`config.mk`:
```
export PLATFORM = sky130hd
export DESIGN_NAME = service_unit_gate
export DESIGN_NICKNAME = d
export VERILOG_FILES = /design/src/service_unit_pkg.sv /design/src/range_classifier.sv /design/src/service_unit_gate.sv
export VERILOG_INCLUDE_DIRS = /design/src
export SDC_FILE = /design/constraint.sdc
export NUM_CORES = 1
export LEC_CHECK = 0
export BUFFER_PORTS_ARGS = -buffer_cell sky130_fd_sc_hd__buf_4
export CORE_AREA = 2 2 39 41
export CTS_BUF_LIST = sky130_fd_sc_hd__clkbuf_4 sky130_fd_sc_hd__clkbuf_8
export DETAILED_ROUTE_END_ITERATION = 8
export DIE_AREA = 0 0 41 43
export HOLD_SLACK_MARGIN = 0.06
export PLACE_DENSITY = 0.53
export SYNTH_ARGS = -nofsm -noshare
export SYNTH_HDL_FRONTEND = slang
export SYNTH_SLANG_ARGS = --single-unit
export TNS_END_PERCENT = 20
```
`constraint.sdc`:
```
create_clock -name i_clock -period 0.9 [get_ports i_clock]
set_clock_uncertainty 0.05 [all_clocks]
set_input_delay 0.09 -clock i_clock [delete_from_list [all_inputs] [get_ports i_clock]]
set_output_delay 0.09 -clock i_clock [all_outputs]
set_load 0.02 [all_outputs]
```
`src/service_unit_defines.svh`:
```
// Constants for the service unit access gating block
// Behaviour
// Offsets 0x100 to 0x1FFF are external; restrictions apply there.
// Offsets 0x0 to 0xFF are internal accesses.
// Protected with access level below 2: refuse external checksum requests.
// Protected with access level below 2: refuse external memory selftest requests.
// Identification, debug and boot channels stay reachable externally always.
// Error action 0 stops, 1 pauses; 2 and 3 reserved, not programmed.
// Internal accesses are never restricted by protection or access level.
`ifndef SERVICE_UNIT_DEFINES_SVH
`define SERVICE_UNIT_DEFINES_SVH
`define INT_LO 13'h0000
`define INT_HI 13'h00FF
`define EXT_LO 13'h0100
`define EXT_HI 13'h1FFF
`define LEVEL_MIN 2'h2
`define ACT_STOP 2'h0
`define ACT_PAUSE 2'h1
`define ACT_RESET 2'h0
`endif

```
`src/service_unit_pkg.sv`:
```
// Types for the service unit access gating block
package service_unit_pkg;
    typedef enum logic [1:0] {
        SVC_CHECKSUM = 2'b00,
        SVC_SELFTEST = 2'b01,
        SVC_IDENT = 2'b10,
        SVC_CHANNEL = 2'b11
    } service_e;
    typedef enum logic [1:0] {
        RANGE_INTERNAL = 2'b00,
        RANGE_EXTERNAL = 2'b01,
        RANGE_NONE = 2'b10
    } range_e;
endpackage

```
`src/range_classifier.sv`:
```
// Offset classifier into internal, external or unmapped range
`timescale 1ns/1ps
`include "service_unit_defines.svh"
module range_classifier
    import service_unit_pkg::*;
(
    // Offset in
    input wire logic [12:0] i_offset,
    // Class out
    output range_e o_range
);
    // Range decode
    always_comb
    begin
        if (i_offset <= `INT_HI)
            o_range = RANGE_INTERNAL;
        else if (i_offset >= `EXT_LO && i_offset <= `EXT_HI)
            o_range = RANGE_EXTERNAL;
        else
            o_range = RANGE_NONE;
    end
endmodule

```
`src/service_unit_gate.sv`:
```
// Access gating top of the service unit
`timescale 1ns/1ps
`include "service_unit_defines.svh"
module service_unit_gate
    import service_unit_pkg::*;
(
    // Clock and reset
    input wire logic i_clock,
    input wire logic i_rstn,
    // Access request
    input wire logic i_req,
    input wire logic [12:0] i_offset,
    input wire logic [1:0] i_service,
    // Protection state
    input wire logic i_protected,
    input wire logic [1:0] i_debug_access_level,
    // Self test error action setting
    input wire logic i_action_we,
    input wire logic [1:0] i_action_wdata,
    // Answer
    output logic o_grant,
    output logic o_refuse,
    output logic o_external,
    output logic [1:0] o_selftest_error_action
);

    // ----------------------------------------
    // Internal signals
    // ----------------------------------------
    // Range of the current offset
    range_e cls;
    // Requested service as its enum
    service_e svc;
    // External range while protected below the open access level
    logic restricted;
    // Service permitted for this range and protection state
    logic allow;
    // Request falls in a mapped range and is permitted
    logic accept;
    // High once an edge has sampled reset released
    logic settled;

    // ----------------------------------------
    // Decode helpers
    // ----------------------------------------
    // True for a range that maps onto a service unit access;
    // an unmapped offset is refused whatever the service
    function automatic logic range_mapped(range_e r);
        return (r == RANGE_INTERNAL) || (r == RANGE_EXTERNAL);
    endfunction

    // True for the services that protection may withhold:
    // checksum and memory selftest, never identification or channels
    function automatic logic service_gated(service_e s);
        return (s == SVC_CHECKSUM) || (s == SVC_SELFTEST);
    endfunction

    // True for an error action code that hardware may store
    function automatic logic action_legal(logic [1:0] code);
        return (code == `ACT_STOP) || (code == `ACT_PAUSE);
    endfunction

    // ----------------------------------------
    // Range classification
    // ----------------------------------------
    // Service code taken as its enum
    assign svc = service_e'(i_service);

    // Offset classification into internal, external or unmapped;
    // the unmapped class cannot arise with thirteen offset bits
    range_classifier u_cls
    (
        .i_offset(i_offset),
        .o_range(cls)
    );

    // ----------------------------------------
    // Gating decision
    // ----------------------------------------
    // Restriction applies only externally when protected at low level;
    // internal accesses never see it, whatever the protection state
    assign restricted = (cls == RANGE_EXTERNAL) && i_protected
        && (i_debug_access_level < `LEVEL_MIN);

    // Service permission; identification and channels stay open
    // even while protected, so a locked part can still be identified
    always_comb
    begin
        if (service_gated(svc))
            allow = !restricted;
        else
            allow = 1'b1;
    end

    // Mapped and permitted requests are granted, all others refused
    assign accept = range_mapped(cls) && allow;

    // ----------------------------------------
    // Registered answers, one cycle after the request
    // ----------------------------------------
    // Each answer stands one cycle; back to back requests give back
    // to back answers, with no state carried between them
    // All three answers clear while reset is held
    // Grant pulse for an accepted request
    always_ff @(posedge i_clock)
    begin
        if (!i_rstn)
            o_grant <= 1'b0;
        else
            o_grant <= i_req && accept;
    end

    // Refuse pulse for a withheld or unmapped request
    always_ff @(posedge i_clock)
    begin
        if (!i_rstn)
            o_refuse <= 1'b0;
        else
            o_refuse <= i_req && !accept;
    end

    // External flag, set for requests in the external range
    always_ff @(posedge i_clock)
    begin
        if (!i_rstn)
            o_external <= 1'b0;
        else
            o_external <= i_req && (cls == RANGE_EXTERNAL);
    end

    // ----------------------------------------
    // Self test error action
    // ----------------------------------------
    // Reserved codes are ignored and the old value is kept, so a stray
    // write cannot leave the self test in an undefined error mode
    always_ff @(posedge i_clock)
    begin
        if (!i_rstn)
            o_selftest_error_action <= `ACT_RESET;
        else if (i_action_we && action_legal(i_action_wdata))
            o_selftest_error_action <= i_action_wdata;
    end

    // ----------------------------------------
    // Checks
    // ----------------------------------------
    // Reset state as the checks see it; a one-cycle reset pulse applied
    // at an edge would otherwise escape the disable condition
    always_ff @(posedge i_clock)
    begin
        settled <= i_rstn;
    end
endmodule

```
-- Word level (Yosys, flattened, before mapping)
Index checks and enable logic that the tools add are counted.
- memories: 0
- flip-flop bits (word level): 5
- output and inout port bits: 5
- input port bits: 24
- bits in writable memories: 0
- latch bits: 0
- ROM bits: 0
- order comparisons: 4
- add/subtract/negate cells: 0
- multiply operators: 0
- bitwise gates (word level): 0
- muxes and demuxes: 3
- eq/ne operators: 3
- div/mod/pow operators: 0
- reduce and logical (&&, ||, !) cells: 16
- shifts and indexed selects: 0
- operators by type and width (kind ; count):
    greater-or-equal comparator 13 x 9 -> 1 bit (second input constant) ; 1
    <= comparator 13 bit (second input constant) ; 1
    <= comparator 13 x 8 -> 1 bit (second input constant) ; 1
    logical AND 1 bit ; 8
    == test 2 x 1 -> 1 bit (second input constant) ; 3
    logical NOT 2 bit ; 3
    two-way mux 2 bit ; 2
    logical OR 1 bit ; 3
    logical NOT 1 bit ; 2
    < comparator 2 bit (second input constant) ; 1
    two-way mux 1 bit ; 1

-- Longest topological paths before layout
- depth in word-level cells: 12
- gate-level depth with buffers: 3

-- Cells and area by module
Synthesis repeated with hierarchy kept, for this count alone.
- cells, all modules: 21
- area, all modules: 191.4 sq um
- by module, submodules not included (module ; cells each ; instances ; area an instance (sq um)):
    service_unit_gate ; 16 ; 1 ; 167.7
    range_classifier ; 5 ; 1 ; 23.8

-- Least setup slack after synthesis
No wires, ideal clock.
- kind: input to register
- start: input port i_offset[8]
- end: register o_grant
- path buffers: 0
- data arrival time: 0.851 ns
- stages: 3
- slack: -0.060 ns
- setup time: 0.059 ns
- cell sequence: or4_4 > nor2_4 > o311a_1
- longest elaborated chain between the ends: 11
- elaborated cells on any way between the ends: 15
- classes of those cells: 3 x order compare; 1 x eq/ne; 3 x mux; 8 x reduce/logical
- RTL lines (element ; RTL line ; source):
    from (decl) ; service_unit_gate.sv:12 ; input wire logic [12:0] i_offset,
    greater-or-equal comparator 13 x 9 -> 1 bit (no source line) or <= comparator 13 bit (tied branches) ; - ;
    logical AND 1 bit (no source line) ; - ;
    two-way mux 2 bit ; range_classifier.sv:17 ; else if (i_offset >= `EXT_LO && i_offset <= `EXT_HI)
    two-way mux 2 bit * ; range_classifier.sv:15 ; if (i_offset <= `INT_HI)
    == test 2 x 1 -> 1 bit ; service_unit_gate.sv:49, service_unit_gate.sv:82 ;
    logical AND 1 bit (2 in series) ; service_unit_gate.sv:82 ; assign restricted = (cls == RANGE_EXTERNAL) && i_protected
    logical NOT 1 bit ; service_unit_gate.sv:90 ; allow = !restricted;
    two-way mux 1 bit ; service_unit_gate.sv:89 ; if (service_gated(svc))
    logical AND 1 bit * ; service_unit_gate.sv:96 ; assign accept = range_mapped(cls) && allow;
    logical AND 1 bit * ; service_unit_gate.sv:110 ; o_grant <= i_req && accept;
    to (signal assigned) ; service_unit_gate.sv:110 ;
    to (decl) ; service_unit_gate.sv:21 ; output logic o_grant,
Mark *: on every way between the ends. The rest lies on a longest branch, timed or not.
A chain may end at the register's enable or synchronous reset.

-- Worst setup path in the final report
Ends and elaborated chain as after synthesis.

==> summary.md <==
| Metric | Value |
|---|---|
| Outcome | finished, violations left |
| Failing checks | negative hold slack |
| Synth warn | 0 |
| Worst R2R Setup Slack | 0.30 ns |
| CTS resizes | 0 |
| Clock sinks | 5 |
| Max VDD drop | 0.000457 V |
| CP endpoint | o_grant$_SDFF_PN0_ |
| Antenna Cells | 0 |
| Commonest non-fill, non-tap cells in the layout | buf_4, dfxtp_1, clkbuf_4 |
| Kind of critical path | in2reg |
| Fin. Hold Viols | 1 |
| Post-synthesis simple-gate area fraction | 0.361 |
| RSZ-0062 raised after global routing | false |
| Final setup vio count | 0 |
| DRT antenna net count | 0 |
| Clock latency on the worst-skew pair | 0.24 ns |
| Final wirelength | 479 microns |
| Final min period | 0.855 ns |
| Total vias in the final route | 203 |
| Grt ovf | 0 |
| R2R Path End | o_selftest_error_action[0]$_SDFFE_PN0P_ |
| WHS | -0.0214 ns |
| Post-synthesis sequential area ratio | 0.544 |
| Compound-Gate Fraction of Synth Area | 0.0952 |
| Placed insts | 51 |
| Clk pin slew, worst setup/hold paths | 0.04 ns |
| Fmax | 1.17 GHz |
| Static Leakage | 0.177 nW |
| Port bufs | 18 |
| DP HPWL | 409 microns |
| CTS Buffer Depth | 2 |
| Commonest non-fill, non-tap cell in the layout | buf_4 |
| Setup crit end kind | flop |
| First-pass GRT wire length | 690 microns |
| Fin Setup TNS | 0 ns |
| R2r startpoint | o_selftest_error_action[0]$_SDFFE_PN0P_ |
| Root Buffer Master | clkbuf_4 |
| Total Power | 0.603 mW |
| Area growth from synthesis to layout | 101% |
| Drt wl/cell | 8.71 microns |
| Placer congestion estimate | 0.661 |
| CP startpoint kind | input port |
| Initial antenna violation count | 0 |
| Die area | 1760 sq um |
| Nets | 64 |
| Final number of max-transition violations | 0 |
| Mean post-synth cell area | 10.8 sq um |
| Htree depth | 1 |
| Yosys cell types | 11 |
| Cts bufs inserted | 3 |
| Post-Syn Area | 184 sq um |
| Xor/xnor share of the synthesized area | 0 |
| Hold Crit Class | in2reg |
| Total track usage | 0.0704 |
| Row cnt | 14 |
| CTS tree | built |
| Share of cells above drive strength 1 | 0.615 |
| Gate Count Post-Synth | 17 |
| Crit. Startpoint | i_offset[8] |
| WP data arrival | 0.99 ns |
| Die Height | 43 microns |
| TritonRoute pass-1 iters | 1 |
| Fin cells | 55 |
| Drt drc | 0 |
| CP max FO | 3 |
| Max-Cap Viols | 0 |
| Largest family of logic cells by synthesized area | simple AND/OR/NAND/NOR gates |
| Syn Nets | 41 |
| I/O pin cnt | 29 |
| Largest net degree at the start of global routing | 5 |
| Adder-cell area share of the yosys netlist | 0 |
| Yosys reg bits | 5 |
| Vias in the first global route | 213 |
| Core area | 1380 sq um |
| Critical Path RT | 1.03 ns |
| Max_slew headroom | 0.850 |
| Worst r2r path cells | 2 |
| Worst slew pin tran | 0.223 ns |
| Die span in x | 41 microns |
| Tcrit/Tclk final | 0.950 |
| PD cells | 1630 nW/um^2 |
| Initial core utilization | 0.133 |
| First DRT Iteration DRCs | 0 |
| Vias per Instance | 3.69 |
| Post-CTS Setup Repair Bufs | 0 |
| Post-synthesis mux area share | 0 |
-- critical path, stage by stage --
cell     delay [ns]
buf_4          0.11
or4_4          0.53
nor2_4         0.11
o311a_1        0.15
-- sequential cells by signal (all words and copies together) (netlist names) --
signal / cells
o_refuse: 1
o_external: 1
o_selftest_error_action: 2
o_grant: 1
-- kinds of logic (layout without fill, tap and decap cells) --
group           Yosys count  count (layout)
flops                     5               5
simple gates             10              10
compound gates            2               2
buf+inv                   0              22
-- metal layers --
metal | vias to the layer above | wire length [microns] | GRT usage
met1 | 80 | 189 | 0.0548
met5 | - | 0 | 0
met2 | 19 | 177 | 0.0875
met3 | 0 | 112 | 0.0838
li1 | 104 | - | -
met4 | 0 | 0 | 0.0600
-- how the worst min path moves through the flow --
stage	to	from	slack, ns	cells past startpoint
floorplan	o_refuse$_SDFF_PN0_	i_service[1]	0.12	1
global placement	o_refuse$_SDFF_PN0_	i_service[1]	0.22	2
detailed placement	o_refuse$_SDFF_PN0_	i_service[1]	0.23	2
CTS	o_refuse$_SDFF_PN0_	i_service[1]	-0.03	2
global route	o_refuse$_SDFF_PN0_	i_service[1]	-0.02	2
finish	o_refuse$_SDFF_PN0_	i_service[1]	-0.02	2
-- cell type report --
cell class	instances	area, sq um
timing repair buffer	18	135
multi-input combinational	12	83.8
tap	16	20.0
fill	157	1010
clock buffer	4	30.0
sequential	5	100
-- power by group --
| part | switching (mW) | leakage, nW | internal, mW |
|---|---|---|---|
| logic | 0.0318 | 0.118 | 0.0550 |
| registers | 0.00232 | 0.0410 | 0.230 |
| clock network | 0.0860 | 0.0184 | 0.197 |
-- metrics by stage --
stage	utilization	worst slack (ns)	cell area (sq um)
finish	0.267	0.0449	369
global route	0.267	0.0244	369
CTS	0.267	0.0456	369
detailed placement	0.245	-0.201	339
global placement	0.245	-0.187	339
floorplan	-	-0.0604	184
-- cells in the mapped netlist, drive strengths merged --
cell,count,area share
nand3b,1,0.041
a21boi,1,0.041
or4,1,0.061
o311a,1,0.054
nand2,2,0.041
and3,1,0.034
dfxtp,5,0.54
nand2b,2,0.068
nor2,2,0.082
nor4,1,0.034
Note: power is estimated with default switching activity, not from simulation.
